--- src/rtl/ssac_pkg.sv ---
// shared constants and types for the simultaneous-sample converter control
package ssac_pkg;
  // ---------------------------------------------------------------------------
  // geometry
  // ---------------------------------------------------------------------------
  localparam int          SSAC_NCH         = 4;
  localparam int          SSAC_DW          = 12;
  localparam logic [3:0]  SSAC_CHSEL_RST   = 4'hF;   // all channels after reset
  localparam logic [3:0]  SSAC_CONV_EXT_CYC = 4'hE;  // fourteen external clock cycles
  // internal conversion time in ns and its count at 50 MHz
  localparam int          SSAC_CLK_NS      = 20;
  localparam int          SSAC_TCONV_NS    = 1650;
  localparam int          SSAC_CONV_INT_CYC_I = SSAC_TCONV_NS / SSAC_CLK_NS;
  localparam logic [6:0]  SSAC_CONV_INT_CYC = 7'(SSAC_CONV_INT_CYC_I);
  // done pulse length: 75 ns least, rounded up to cycles
  localparam int          SSAC_DONE_NS     = 75;
  localparam logic [2:0]  SSAC_DONE_CYC    = 3'((SSAC_DONE_NS + SSAC_CLK_NS - 1) / SSAC_CLK_NS);
  localparam logic [1:0]  SSAC_PTR_FIRST   = 2'h0;

  // ---------------------------------------------------------------------------
  // sequencer states
  // ---------------------------------------------------------------------------
  typedef enum logic [1:0] {
    SSAC_IDLE = 2'b00,
    SSAC_CONV = 2'b01,
    SSAC_DONE = 2'b10
  } ssac_state_t;
endpackage

--- src/rtl/ssac_edge.sv ---
// one-cycle rise and fall detector for a synchronous input
`timescale 1ns/100ps
module ssac_edge (
  // clock and reset
  input  wire logic clk,
  input  wire logic srst,
  // level in, edges out
  input  wire logic din,
  output logic      rise,
  output logic      fall
);
  logic last_r;
  logic last_nxt;

  // ---------------------------------------------------------------------------
  // history
  // ---------------------------------------------------------------------------
  // reset to high: idle level of the active-low strobes
  always_comb begin
    last_nxt = din;
  end

  always_ff @(posedge clk) begin
    if (srst) begin
      last_r <= 1'b1;
    end else begin
      last_r <= last_nxt;
    end
  end

  assign rise = din & ~last_r;
  assign fall = ~din & last_r;
endmodule // ssac_edge

--- src/rtl/ssac_ctrl.sv ---
// conversion control and parallel host interface of a four-channel converter
//
// Contract
// - busy rises on start edge, holds till done
// - first flag high when pointer at first result
// - start edge holds all four and converts
// - sequence selection latched at start edge
// - strobes only acted on while selected
// - data driven only while read and select low
// - write rise stores four low lines
// - source select picks pins or register
// - bit 0 is channel 1, bit 3 channel 4
// - clock select picks internal or external clock
// - external: fourteen cycles, one done pulse each
// - standby low enters power save
`timescale 1ns/100ps
module ssac_ctrl
  import ssac_pkg::*;
#(
  parameter int NCH = ssac_pkg::SSAC_NCH,
  parameter int DW  = ssac_pkg::SSAC_DW
) (
  // clock and reset
  input  wire logic            clk,
  input  wire logic            srst,
  // conversion control
  input  wire logic            convert_start_n,
  input  wire logic [NCH-1:0]  hw_channel_select,
  input  wire logic            sequence_source_select,
  input  wire logic            clock_source_select,
  input  wire logic            external_conv_clock,
  input  wire logic            standby_n,
  // converter core: result of the channel being converted
  input  wire logic [DW-1:0]   conv_result,
  // host strobes
  input  wire logic            select_n,
  input  wire logic            read_strobe_n,
  input  wire logic            write_strobe_n,
  // data bus, in and out per pin, one shared enable
  input  wire logic [DW-1:0]   data_in,
  output logic      [DW-1:0]   data_out,
  output logic                 data_oe,
  // status
  output logic                 busy,
  output logic                 conversion_done_n,
  output logic                 first_result_flag,
  output logic      [NCH-1:0]  track_hold,
  output logic      [NCH-1:0]  chan_converting,
  output logic                 power_save
);
  import ssac_pkg::*;

  // ---------------------------------------------------------------------------
  // edge detection
  // ---------------------------------------------------------------------------
  logic cs_rise;
  logic rd_rise;
  logic wr_rise;
  logic xc_rise;

  // only rising edges matter here, falling outputs left open
  ssac_edge u_cs (.clk(clk), .srst(srst), .din(convert_start_n),
                  .rise(cs_rise), .fall());
  ssac_edge u_rd (.clk(clk), .srst(srst), .din(read_strobe_n),
                  .rise(rd_rise), .fall());
  ssac_edge u_wr (.clk(clk), .srst(srst), .din(write_strobe_n),
                  .rise(wr_rise), .fall());
  ssac_edge u_xc (.clk(clk), .srst(srst), .din(external_conv_clock),
                  .rise(xc_rise), .fall());

  // ---------------------------------------------------------------------------
  // state
  // ---------------------------------------------------------------------------
  ssac_state_t            state_r, state_nxt;
  logic [NCH-1:0]         chsel_r, chsel_nxt;     // channel select register
  logic [NCH-1:0]         seq_r, seq_nxt;         // latched sequence, still to convert
  logic [NCH-1:0]         done_r, done_nxt;       // results written this sequence
  logic [1:0]             cur_r, cur_nxt;         // channel being converted
  logic [6:0]             cnt_r, cnt_nxt;
  logic [2:0]             pw_r, pw_nxt;
  logic [1:0]             ptr_r, ptr_nxt;         // output result pointer
  logic [DW-1:0]          res_r [NCH];
  logic [DW-1:0]          res_nxt [NCH];
  logic                   busy_r, busy_nxt;
  logic                   eoc_n_r, eoc_n_nxt;
  logic                   frst_r, frst_nxt;
  logic [NCH-1:0]         th_r, th_nxt;
  logic [NCH-1:0]         conv_r, conv_nxt;
  logic [DW-1:0]          dout_r, dout_nxt;
  logic                   doe_r, doe_nxt;
  logic                   ps_r, ps_nxt;

  logic                   sel_ok;
  logic [NCH-1:0]         seq_src;
  logic                   tick;
  logic [1:0]             nxt_ch;
  logic                   nxt_any;
  logic [1:0]             nxt_rd;

  // lowest set bit of a mask, ascending channel order
  function automatic logic [2:0] first_set(input logic [NCH-1:0] m);
    logic [2:0] r;
    r = 3'h4;
    for (int i = NCH - 1; i >= 0; i--) begin
      if (m[i]) begin
        r = 3'(i);
      end
    end
    return r;
  endfunction

  // ---------------------------------------------------------------------------
  // next-state logic
  // ---------------------------------------------------------------------------
  always_comb begin
    logic [2:0] f;
    logic [2:0] g;
    f         = 3'h0;
    g         = 3'h0;
    sel_ok    = ~select_n;
    seq_src   = sequence_source_select ? chsel_r : hw_channel_select;
    tick      = clock_source_select ? xc_rise : 1'b1;
    state_nxt = state_r;
    chsel_nxt = chsel_r;
    seq_nxt   = seq_r;
    done_nxt  = done_r;
    cur_nxt   = cur_r;
    cnt_nxt   = cnt_r;
    pw_nxt    = pw_r;
    ptr_nxt   = ptr_r;
    for (int i = 0; i < NCH; i++) begin
      res_nxt[i] = res_r[i];
    end
    busy_nxt  = busy_r;
    eoc_n_nxt = eoc_n_r;
    th_nxt    = th_r;
    conv_nxt  = '0;
    ps_nxt    = ~standby_n;

    // software channel select write, host keeps read high while writing
    if (sel_ok && wr_rise && read_strobe_n) begin
      chsel_nxt = data_in[NCH-1:0];
    end

    // remaining selected channel after the current one
    f       = first_set(seq_r & ~(NCH'(1) << cur_r));
    nxt_any = ~f[2];
    nxt_ch  = f[1:0];

    // pointer: next written result above current, else wrap to first
    g      = first_set(done_r & ~((NCH'(2) << ptr_r) - NCH'(1)));
    nxt_rd = g[2] ? SSAC_PTR_FIRST : g[1:0];
    if (sel_ok && rd_rise) begin
      ptr_nxt = nxt_rd;
    end

    // done pulse width
    if (!eoc_n_r) begin
      if (pw_r == 3'h1) begin
        eoc_n_nxt = 1'b1;
      end else begin
        pw_nxt = pw_r - 3'h1;
      end
    end

    unique case (state_r)
      SSAC_IDLE: begin
        // standby blocks new sequences: the core is powered down
        if (cs_rise && standby_n) begin
          f        = first_set(seq_src);
          seq_nxt  = seq_src;
          done_nxt = '0;
          ptr_nxt  = SSAC_PTR_FIRST;
          th_nxt   = '1;
          if (!f[2]) begin
            busy_nxt  = 1'b1;
            cur_nxt   = f[1:0];
            cnt_nxt   = clock_source_select ? 7'(SSAC_CONV_EXT_CYC) : SSAC_CONV_INT_CYC;
            state_nxt = SSAC_CONV;
          end else begin
            th_nxt = '0;
          end
        end
      end
      SSAC_CONV: begin
        conv_nxt[cur_r] = 1'b1;
        if (tick) begin
          if (cnt_r == 7'h1) begin
            // slots fill in conversion order: slot 0 always holds the first result
            g                = first_set(~done_r);
            res_nxt[g[1:0]]  = conv_result;
            done_nxt[g[1:0]] = 1'b1;
            eoc_n_nxt       = 1'b0;
            pw_nxt          = SSAC_DONE_CYC;
            state_nxt       = SSAC_DONE;
          end else begin
            cnt_nxt = cnt_r - 7'h1;
          end
        end
      end
      SSAC_DONE: begin
        // waits out the done pulse before the next channel
        if (eoc_n_r) begin
          if (nxt_any) begin
            seq_nxt   = seq_r & ~(NCH'(1) << cur_r);
            cur_nxt   = nxt_ch;
            cnt_nxt   = clock_source_select ? 7'(SSAC_CONV_EXT_CYC) : SSAC_CONV_INT_CYC;
            state_nxt = SSAC_CONV;
          end else begin
            busy_nxt  = 1'b0;
            th_nxt    = '0;
            state_nxt = SSAC_IDLE;
          end
        end
      end
      default: begin
        state_nxt = SSAC_IDLE;
      end
    endcase

    frst_nxt = (ptr_nxt == SSAC_PTR_FIRST);
    doe_nxt  = ~read_strobe_n & ~select_n;
    dout_nxt = res_nxt[ptr_nxt];
  end

  // ---------------------------------------------------------------------------
  // registers
  // ---------------------------------------------------------------------------
  always_ff @(posedge clk) begin
    if (srst) begin
      state_r <= SSAC_IDLE;
      chsel_r <= SSAC_CHSEL_RST;
      seq_r   <= '0;
      done_r  <= '0;
      cur_r   <= 2'h0;
      cnt_r   <= 7'h0;
      pw_r    <= 3'h0;
      ptr_r   <= SSAC_PTR_FIRST;
      for (int i = 0; i < NCH; i++) begin
        res_r[i] <= '0;
      end
      busy_r  <= 1'b0;
      eoc_n_r <= 1'b1;
      frst_r  <= 1'b1;
      th_r    <= '0;
      conv_r  <= '0;
      dout_r  <= '0;
      doe_r   <= 1'b0;
      ps_r    <= 1'b0;
    end else begin
      state_r <= state_nxt;
      chsel_r <= chsel_nxt;
      seq_r   <= seq_nxt;
      done_r  <= done_nxt;
      cur_r   <= cur_nxt;
      cnt_r   <= cnt_nxt;
      pw_r    <= pw_nxt;
      ptr_r   <= ptr_nxt;
      for (int i = 0; i < NCH; i++) begin
        res_r[i] <= res_nxt[i];
      end
      busy_r  <= busy_nxt;
      eoc_n_r <= eoc_n_nxt;
      frst_r  <= frst_nxt;
      th_r    <= th_nxt;
      conv_r  <= conv_nxt;
      dout_r  <= dout_nxt;
      doe_r   <= doe_nxt;
      ps_r    <= ps_nxt;
    end
  end

  // outputs straight from flops
  assign busy              = busy_r;
  assign conversion_done_n = eoc_n_r;
  assign first_result_flag = frst_r;
  assign track_hold        = th_r;
  assign chan_converting   = conv_r;
  assign data_out          = dout_r;
  assign data_oe           = doe_r;
  assign power_save        = ps_r;
endmodule // ssac_ctrl

--- config.mk ---
export PLATFORM = sky130hd
export DESIGN_NAME = ssac_ctrl
export DESIGN_NICKNAME = d
export VERILOG_FILES = /design/src/rtl/ssac_pkg.sv /design/src/rtl/ssac_edge.sv /design/src/rtl/ssac_ctrl.sv
export SDC_FILE = /design/constraint.sdc
export NUM_CORES = 1
export LEC_CHECK = 0
export ABC_AREA = 0
export BUFFER_PORTS_ARGS = -buffer_cell sky130_fd_sc_hd__buf_2
export CAP_MARGIN = 10
export CORE_ASPECT_RATIO = 0.5
export CORE_UTILIZATION = 45
export DETAILED_ROUTE_END_ITERATION = 10
export PLACE_DENSITY = 0.64
export SLEW_MARGIN = 0
export SYNTH_ARGS = -nofsm -noshare
export SYNTH_HDL_FRONTEND = slang
export SYNTH_HIERARCHICAL = 1
export SYNTH_SLANG_ARGS = --single-unit
--- constraint.sdc ---
create_clock -name clk -period 2.9 [get_ports clk]
set_input_delay 0.29 -clock clk [delete_from_list [all_inputs] [get_ports clk]]
set_output_delay 0.29 -clock clk [all_outputs]
set_load 0.01 [all_outputs]
# Word-level counts from Yosys, hierarchy flattened
# Memory sizes are Yosys's and may differ from the RTL's.
# Index checks and enable logic that the tools add are counted.
op_classes:
  n_mux: 95
  n_reduce_logical: 20
  bitwise_logic: 25
  n_shift: 2
  n_eq_ne: 12
  order_cmp: 7
  add_sub_neg: 3
op_table:
  columns: ["op", "n"]
  rows:
  - ["2-to-1 mux 48 bit", 3]
  - ["2-to-1 mux 12 bit", 7]
  - ["2-to-1 mux 3 bit", 19]
  - ["2-to-1 mux 7 bit", 7]
  - ["bitwise mux 48 bit", 1]
  - ["2-to-1 mux 4 bit", 11]
  - ["2-to-1 mux 2 bit", 20]
  - ["binary-select mux 12 bit (select 2 bit)", 1]
  - ["demux 12 bit (select 2 bit)", 1]
  - ["case mux 4 bit (2 select lines)", 3]
  - ["case mux 7 bit (3 select lines)", 1]
  - ["2-to-1 mux 1 bit", 16]
  - ["!= test 2 bit, second input constant", 8]
  - ["AND reduction 5 bit", 3]
  - ["inverter 4 bit", 3]
  - ["AND reduction 4 bit", 3]
  - ["bitwise AND 4 bit", 2]
  - ["inverter 1 bit", 8]
  - ["== test 7 x 1 -> 1 bit, second input constant", 1]
  - ["logical AND 1 bit", 7]
  - ["AND reduction 7 bit", 1]
  - ["subtractor 7 x 1 -> 7 bit, second input constant", 1]
  - [">= comparator 3 bit, second input constant", 2]
  - ["less-than comparator 2 x 3 -> 1 bit, second input constant", 2]
  - ["other kinds (21)", 33]
totals:
  regBits: 57
  ram_bits: 48
  in_bits: 38
  n_memories: 1
memory_table:
  columns: ["memory", "depth", "word_bits", "rd", "rd_clocked_by_memory_dff", "write_ports", "line_no", "rtl"]
  rows:
  - ["res_r", 4, 12, 4, 0, 4, "ssac_ctrl.sv:82", "logic [DW-1:0] res_r [NCH];"]

# Longest topological paths before layout
# Gate-level depths: netlist (run 1).
logic_depth:
  depth_word: 20
  depth_mapped: 10

# Hierarchy
# Netlist (run 1), hierarchy kept.
modules_own_cells:
  columns: ["module", "cells_each", "n_inst", "seq_area_each_um2", "area_per_inst_um2"]
  rows:
  - ["ssac_ctrl", 583, 1, 1961.9, 4698.3]
  - ["ssac_edge", 4, 4, 20.0, 40.0]

# Worst setup path before layout (run 1)
# No wires, ideal clock.
synth_timing:
  kind: "register to register"
  from: "register cnt_r[3]"
  to: "register dout_r[7] (netlist: data_out[7])"
  arrival_ns: 1.957
  setup_ns: 0.126
  stages_incl_launch_ff: 8
  synth_period_minus_slack_ns: 2.083
  setup_slack_ns: 0.817
  path_cell_list: "dfxtp_1 > or4_4 > nor4_4 > nand2_1 > buf_2 > mux2_4 > mux2i_1 > o22ai_1"
synth_via:
  elab_chain_cells: 7
synth_rtl:
  columns: ["element", "line_no", "rtl"]
  rows:
  - ["start: declaration", "ssac_ctrl.sv:79", "logic [6:0] cnt_r, cnt_nxt;"]
  - ["start signal: assignment", "ssac_ctrl.sv:256", "cnt_r <= cnt_nxt;"]
  - ["== test 7 x 1 -> 1 bit", "ssac_ctrl.sv:188", "if (cnt_r == 7'h1) begin"]
  - ["2-to-1 mux 48 bit", "ssac_ctrl.sv:188", null]
  - ["2-to-1 mux 48 bit", "ssac_ctrl.sv:187", "if (tick) begin"]
  - ["2-to-1 mux 48 bit", "ssac_ctrl.sv:166", "unique case (state_r)"]
  - ["binary-select mux 12 bit (select 2 bit)", "ssac_ctrl.sv:223", "dout_nxt = res_nxt[ptr_nxt];"]
  - ["2-to-1 mux 12 bit (implied by the code) (2 in series)", "ssac_ctrl.sv:223", null]
  - ["end signal: assignment", "ssac_ctrl.sv:267", "dout_r <= dout_nxt;"]
  - ["end: declaration", "ssac_ctrl.sv:89", "logic [DW-1:0] dout_r, dout_nxt;"]
# No other way between the ends. The select of a mux whose other input is x is not followed.
# A chain may end at the register's enable or synchronous reset.

# Worst setup path after layout (run 1)
layout_timing:
  from: "register cnt_r[3]"
  to: "register dout_r[8] (netlist: data_out[8])"
# Same word-level chain as after synthesis.

==> results.yml, run 1 <==
clock_tree:
  clk_latency_ps: 340
  h-tree-depth: 3
  clkTransAtPathRegs_ps: 70
  cts_sinks: 102
  cts_tree: "done"
  hold_buffers: 0
  cts_made_buffers: 9
  post_cts_resized: 0
  max-clock-path-buffers: 2
  cts-root-buf: "clkbuf_16"
  post-cts-setup-buffer-count: 0
die:
  die_x_microns: 148.5
  start_util: 0.4682
  ios: 63
  die_y_microns: 75.25
  placementRows: 26
  die-area_sq_um: 11170
  coreArea_sq_um: 10310
routing:
  drcViolationCount: 0
  drtAntennaViolNets: 0
  route.met3.wl_microns: 422
  dr.pass1.iters: 4
  wl_met1_mm: 6.066
  via_count: 4344
  highest_layer: "met4"
  drt_iter0_drc: 221
  drt-total-wl_mm: 11.78
  met2_wirelength_mm: 5.220
  viasPerCell: 5.527
  wl_per_cell_microns: 14.99
setup_path:
  cp_max_fo: 13
  crit_type: "reg2reg"
  cp.arrival_ps: 2760
  cp-start-kind: "flip-flop"
  end_kind: "flip-flop"
  rrSetupSlack_ps: 360
  required_ps: 3120
logic_synthesis:
  ys_warn_count: 6
  avgSynthCellArea_sq_um: 8.115
  syn-cell-area_sq_um: 4828
  syn-num-nets: 637
  syn_inst: 595
sta:
  finalCritPeriodShare: 0.8766
  finalSetupViolations: 0
  clock_skew_ps: 8.390
  slew_headroom: 0.5719
  tns_ps: 0
  fmax_mhz: 393.3
  drv_slew: 0
  tightest_slew_ps: 639.7
  rsz0062_at_grt: "false"
  finalCriticalPeriod_ps: 2542
  hold_violations: 0
final_layout:
  syn_to_final_growth_pct: 14.93
  drive_gt1_frac: 0.1641
  final_cell_area_sq_um: 5549
  diodes: 0
  fin_nets: 683
placement:
  place_area_sq_um: 5274
  post-dp-hpwl_mm: 8.027
  finalWeightedCongestion: 0.8666
  portBuffers: 54
grt:
  first_global_vias: 3995
  grt-ovfl-total: 0
  grt_pass1_wl_mm: 19.53
  grt_max_degree: 34
  antenna_found_initial: 0
  grt.total_usage: 0.2255
pwr:
  leakage_nw: 2.141
  power_density_nw_per_um2: 512.6
  ir_worst_vdd_uv: 262.9
job:
  drv_cap: 0
worst_hold_path:
  hp-class: "in2reg"
run_status:
  outcome: "finished clean"
-- worst max-delay path, stage by stage (launching register included) --
cell and delay, ps:
dfxtp_1 370, or4_4 570, nor4_4 380, nand3_1 480, and3_1 350, o21ai_0 160
nand3_1 100
-- final timing paths --
kind	cells after the start	start	end
worst min register to register	2	res_r[1][11]	res_r[1][11]
worst max register to register	6	cnt_r[3]	data_out[8]
worst max-delay path	6	cnt_r[3]	data_out[8]
worst min-delay path	2	select_n	data_oe
-- flip-flops by register name (all words and copies together), names as in the netlist, 3 cells and up --
| register | flops |
|---|---|
| res_r | 48 |
| data_out | 12 |
| cnt_r | 7 |
| chan_converting | 4 |
| chsel_r | 4 |
| done_r | 4 |
| seq_r | 4 |
| pw_r | 3 |
-- per-stage QoR --
step | cells | util | power [mW] | setup slack [ps] | hold slack, ps
finish | 786 | 0.5381 | 2.844 | 357.7 | 134.6
global route | 786 | 0.5381 | 2.972 | 85.29 | 129.0
CTS | 786 | 0.5381 | 2.875 | 316.0 | 120.1
detailed placement | 770 | 0.5114 | 1.748 | 342.7 | 442.2
global placement | 770 | 0.5114 | 1.746 | 373.0 | 433.9
floorplan | 595 | - | 1.655 | 816.9 | 361.1
-- power breakdown --
group          total, mW  switching, mW  internal [mW]
Clock               1.13          0.542          0.584
Sequential          1.45         0.0251           1.42
Combinational      0.269          0.165          0.104
-- cells in the final DEF, fill, tap and decap left out, drive strengths merged, types with 2 or more instances in the layout --
master    count
and3          6
o21ai        21
o221a         2
a31oi         3
a21oi        79
ha            4
o21a          3
o2111ai       6
and2          8
nand2b        6
nand4         8
nor4          6
nor3         19
clkinvlp      3
inv          14
nor2b        13
nor2         34
o211ai        7
a221o         2
nand3b        2
o311ai        2
clkinv        5
a211oi        6
a32oi         2
buf          76
nand2        96
o21bai        2
or2           6
nand3        10
nor3b         8
dfxtp       102
o22ai         8
o31ai        13
mux2i        22
or3          16
mux2          8
clkbuf        9
-- layer usage --
layer	global-route usage	vias to the layer above
li1	-	2218
met1	0.2960	2043
met2	0.3769	77
met3	0.05515	6
met4	0.05727	0
met5	0	-
-- cell type report --
cell class	count	area [sq um]
fill	981	4763
multi-input combinational	437	2565
sequential	102	2042
timing repair buffer	76	435.4
clock buffer	9	225.2
tap	140	175.2
inverter	15	56.30
clock inverter	7	50.05
Note: power is estimated with default switching activity, not from simulation.
==> run 2, diff against run 1 <==
- PLACE_DENSITY: 0.64 -> 0.66
- clock period: 2.9 -> 2.05 ns (I/O delays scaled with it)
==> run 2 against run 1 <==
The run now ends with negative setup slack left. Die area unchanged. Clock-buffer cell count grew 3. Fmax grew 21%. Non-clock buffer count is 43 higher. Critical path depth rose by 3. Combinational power grew 79%. Utilization up 5.0 points. First-iteration DRC count is 1.8% higher. Clock power increased by 63%. Global-route usage grew 0.95 points. Critical endpoint is now data_out[10]. Clock skew decreased by 2.8 ps. Final area grew 9.2%. Highest routed layer unchanged.
==> results.yml, run 2 (synthesis gave the netlist of run 1 again) <==
final_layout:
  area.sequential_sq_um: 2044
  drive_gt1_frac: 0.2449
  fin_nets: 727
  fill_cells: 940
  final_cell_mix: "dfxtp_1, nand2_1, a21oi_1"
  diodes: 0
  largest_reg_flops: 48
  layout_commonest_cell: "dfxtp_1"
  largest_register: "res_r"
  multi_input_area_sq_um: 2663
  syn_to_final_growth_pct: 25.55
die:
  ios: 63
  die_x_microns: 148.5
  die_y_microns: 75.25
  die-area_sq_um: 11170
  coreArea_sq_um: 10310
  placementRows: 26
  start_util: 0.4682
setup_path:
  cp_max_fo: 6
  reg2reg_from: "cnt_r[6]"
  crit_type: "reg2reg"
  cp-start-kind: "flip-flop"
  reg2reg_to: "data_out[10]"
  rrSetupSlack_ps: -40
  r2r_cells: 9
  end_kind: "flip-flop"
  cp.arrival_ps: 2320
  required_ps: 2280
job:
  drv_cap: 0
worst_hold_path:
  min-delay-start: "select_n"
  hold_depth: 2
  hold-path-endpoint: "data_oe"
  hp-class: "in2reg"
clock_tree:
  clk_latency_ps: 350
  cts_tree: "done"
  cts_made_buffers: 9
  cts-root-buf: "clkbuf_16"
  clkTransAtPathRegs_ps: 60
  max-clock-path-buffers: 2
  h-tree-depth: 3
  cts_sinks: 102
grt:
  grt_pass1_wl_mm: 20.21
  grt-ovfl-total: 0
  grt_max_degree: 23
  antenna_found_initial: 0
  grt.total_usage: 0.2350
  first_global_vias: 4140
sta:
  hold_violations: 0
  finalCritPeriodShare: 1.021
  tns_ps: -149.4
  fmax_mhz: 477.6
  clock_skew_ps: 5.580
  tightest_slew_ps: 475.7
  slew_headroom: 0.6817
  worst_hold_slack_ps: 39.06
  layout_setup_ws_ps: -43.69
  finalSetupViolations: 9
  rsz0062_at_grt: "true"
  drv_slew: 0
  finalCriticalPeriod_ps: 2094
routing:
  drt-total-wl_mm: 12.80
  wl_per_cell_microns: 15.43
  via_count: 4600
  drcViolationCount: 0
  viasPerCell: 5.542
  drtAntennaViolNets: 0
  dr.pass1.iters: 5
  drt_iter0_drc: 225
pwr:
  power_switching_share: 0.2394
  p_int_mw: 3.320
  p_seq_frac: 0.467
  power_density_nw_per_um2: 719.9
  ir_worst_vdd_uv: 495.2
  switchingPower_mw: 1.045
  combPwrFrac: 0.110
  clockPowerShare: 0.422
  leakage_nw: 2.441
placement:
  finalWeightedCongestion: 0.9281
  post-dp-hpwl_mm: 8.655
  portBuffers: 54
run_status:
  outcome: "complete, but fails checks"
  violations: "negative setup slack"
-- run 2: layout make-up --
class                      instances  area share
multi-input combinational        438      0.4392
sequential                       102      0.3373
timing repair buffer             119      0.1331
clock buffer                      12     0.04066
tap                              140     0.02890
clock inverter                     4     0.01156
inverter                          15    0.009288
-- run 2: timing repair --
action,in CTS,in global routing
cloned,0,2
gates resized for setup,11,28
endpoints found under the setup margin,13,38
setup buffers,4,4
pin swaps,1,15
hold buffers,0,0
-- run 2: power by group through the flow --
stage | clock network [mW] | logic (mW) | registers [mW]
floorplan | 0 | 0.255 | 2.09
CTS | 1.87 | 0.453 | 2.04
global placement | 0 | 0.442 | 2.08
detailed placement | 0 | 0.446 | 2.08
finish | 1.84 | 0.482 | 2.04
global route | 1.96 | 0.526 | 2.04
-- run 2: through the flow --
stage	instances	setup slack [ps]	util	power, mW	instance area [sq um]
finish	830	-43.69	0.5878	4.364	6062
global route	830	-214.0	0.5878	4.528	6062
CTS	824	-92.19	0.5733	4.365	5912
detailed placement	804	-94.27	0.5370	2.529	5538
global placement	804	-71.45	0.5370	2.523	5538
floorplan	595	15.32	-	2.342	4840
-- run 2: worst max-delay path, cell delays in order, from the launching register on --
cell	delay, ps
dfxtp_2	330
nor4_2	290
buf_4	160
nand4_1	120
buf_4	190
buf_4	160
o31ai_1	340
a21oi_2	110
mux2i_1	160
o22ai_1	100
-- run 2: metal layers --
metal / global-route usage / routed length, microns / up-vias
met5: 0 / 0 / -
met4: 0.06987 / 187 / 0
met3: 0.06424 / 663 / 18
met2: 0.3790 / 5710 / 115
met1: 0.3110 / 6243 / 2164
li1: - / - / 2303
-- run 2: worst max-delay path by stage --
stage | start | end | slack (ps) | depth (start not counted)
after detailed placement | cnt_r[6] | data_out[10] | -90 | 7
after floorplan | cnt_r[3] | data_out[1] | 20 | 8
final | cnt_r[6] | data_out[10] | -40 | 9
after global routing | cnt_r[1] | data_out[10] | -210 | 10
after global placement | cnt_r[6] | data_out[10] | -70 | 7
after CTS | cnt_r[6] | data_out[5] | -90 | 8
==> run 3, diff against run 2 <==
- PLACE_DENSITY: 0.66 -> 0.67
==> run 3 against run 2 <==
The run still ends with negative setup slack left. Flip-flop and latch count stayed put. Final area is 2.5% lower. Critical path type unchanged. Non-clock buffer count is 7 lower.
==> results.yml, run 3 (synthesis gave the netlist of run 1 again) <==
run_status:
  violations: "negative setup slack"
  outcome: "complete, but fails checks"
routing:
  wl_per_cell_microns: 15.40
  drcViolationCount: 0
  via_count: 4554
  drtAntennaViolNets: 0
  drt_iter0_drc: 279
  drt-total-wl_mm: 12.67
  viasPerCell: 5.533
  dr.pass1.iters: 5
worst_hold_path:
  hp-class: "in2reg"
  min-delay-start: "write_strobe_n"
  hold_depth: 2
  hold-path-endpoint: "u_wr/last_r"
setup_path:
  crit_type: "reg2reg"
  rrSetupSlack_ps: -90
  cp.arrival_ps: 2370
  cp_max_fo: 5
  max_stage_delay_ps: 550
  critical_path.slowest_cell: "or4_4"
  cp-start-kind: "flip-flop"
  cp_top_family: "simple AND/OR/NAND/NOR gates"
  cp.buffers_inverters: 1
  r2r_cells: 7
  reg2reg_from: "cnt_r[6]"
  crit_chain: "or4_4 > nor4_4 > nand2_1 > buf_6 > mux2_4 > mux2i_1 > o22ai_1"
  reg2reg_to: "data_out[9]"
  end_kind: "flip-flop"
  required_ps: 2280
pwr:
  ir_worst_vdd_uv: 381.6
  power_density_nw_per_um2: 692.3
  leakage_nw: 2.355
sta:
  slew_headroom: 0.6889
  finalCriticalPeriod_ps: 2136
  layout_setup_ws_ps: -85.55
  drv_slew: 0
  fmax_mhz: 468.3
  hold_violations: 0
  rsz0062_at_grt: "true"
  clock_skew_ps: 6.996
  finalCritPeriodShare: 1.042
  tightest_slew_ps: 460.9
  finalSetupViolations: 8
clock_tree:
  cts_sinks: 102
  max-clock-path-buffers: 2
  cts-root-buf: "clkbuf_16"
  clk_latency_ps: 350
  h-tree-depth: 3
  cts_made_buffers: 9
  cts_tree: "done"
  hold_buffers: 0
  clkTransAtPathRegs_ps: 70
final_layout:
  syn_to_final_growth_pct: 22.44
  multi_input_area_sq_um: 2605
  diodes: 0
  largest_register: "res_r"
  fin_nets: 720
  area.sequential_sq_um: 2046
  final_cell_mix: "dfxtp_1, nand2_1, a21oi_1"
  largest_reg_flops: 48
  layout_commonest_cell: "dfxtp_1"
  drive_gt1_frac: 0.2240
  fill_cells: 984
  finalNonFillerCells: 823
  fin_util: 0.5733
grt:
  grt.total_usage: 0.2301
  grt_pass1_wl_mm: 19.91
  grt-ovfl-total: 0
  antenna_found_initial: 0
  first_global_vias: 4078
  grt_max_degree: 72
placement:
  finalWeightedCongestion: 0.9038
  portBuffers: 54
  placedCellCount: 803
  post-dp-hpwl_mm: 8.554
  pre_cts_ws_ps: -54.78
die:
  die_x_microns: 148.5
  placementRows: 26
  die-area_sq_um: 11170
  coreArea_sq_um: 10310
  start_util: 0.4682
  ios: 63
  die_y_microns: 75.25
job:
  drv_cap: 0
==> run 3: changes by cell type in the layout (fill, tap and decap cells not counted), moves of 2 or more <==
| cell | previous run | this run |
|---|---|---|
| bufinv_16 | 2 | 0 |
| o21ai_1 | 14 | 9 |
| buf_4 | 55 | 49 |
| nor3_1 | 16 | 18 |
| o21ai_0 | 7 | 12 |
| a21oi_2 | 7 | 0 |
| clkinvlp_4 | 0 | 2 |
| a21oi_1 | 72 | 78 |
| buf_6 | 7 | 5 |
| mux2_1 | 2 | 0 |
==> run 3: worst max-delay path by stage <==
stage                   from      endpoint  slack (ps)  depth (start not counted)
detailed placement  cnt_r[6]   data_out[5]         -50                          7
CTS                 cnt_r[6]   data_out[5]         -60                          7
floorplan           cnt_r[3]   data_out[1]          20                          8
global placement    cnt_r[6]  data_out[10]         -40                          7
finish              cnt_r[6]   data_out[9]         -90                          7
global route        cnt_r[6]  data_out[10]        -170                          7
==> run 3: layout make-up <==
type                            instances  area share
Clock buffer                           10     0.03873
Inverter                               15    0.009524
Tap cell                              140     0.02963
Multi-Input combinational cell        438      0.4406
Sequential cell                       102      0.3460
Clock inverter                          6    0.006561
Timing Repair Buffer                  112      0.1289
==> run 3: repair_timing <==
| item | in CTS | in global routing |
|---|---|---|
| pin swaps | 0 | 5 |
| endpoints found under the setup margin | 10 | 32 |
| setup buffers | 0 | 2 |
| gates resized for setup | 1 | 21 |
| hold endpoints to repair | 0 | 0 |
| cloned | 0 | 2 |
==> run 3: metal layers <==
layer  part of all wire  up-vias  GRT usage
met5                  0        -          0
met4             0.0099        0    0.06758
met3              0.041       13    0.05333
met2               0.45       96     0.3842
met1               0.50     2157     0.3014
li1                   -     2288          -
==> run 3: where the power goes <==
part	internal (mW)	leakage [nW]	switching [mW]
logic	0.198	1.40	0.274
clock network	0.820	0.128	0.764
registers	2.02	0.826	0.0220
==> run 3: metrics by stage <==
step           power (mW)  hold slack, ps  instance area, sq um  setup TNS (ps)
3_5_place_dp        2.531           408.3                  5555          -339.7
5_1_grt             4.255           52.32                  5912           -1764
6_report            4.093           50.33                  5912          -389.1
2_1_floorplan       2.342           276.1                  4840               0
3_3_place_gp        2.527           398.4                  5555          -200.1
4_1_cts             4.114           44.95                  5824          -258.2
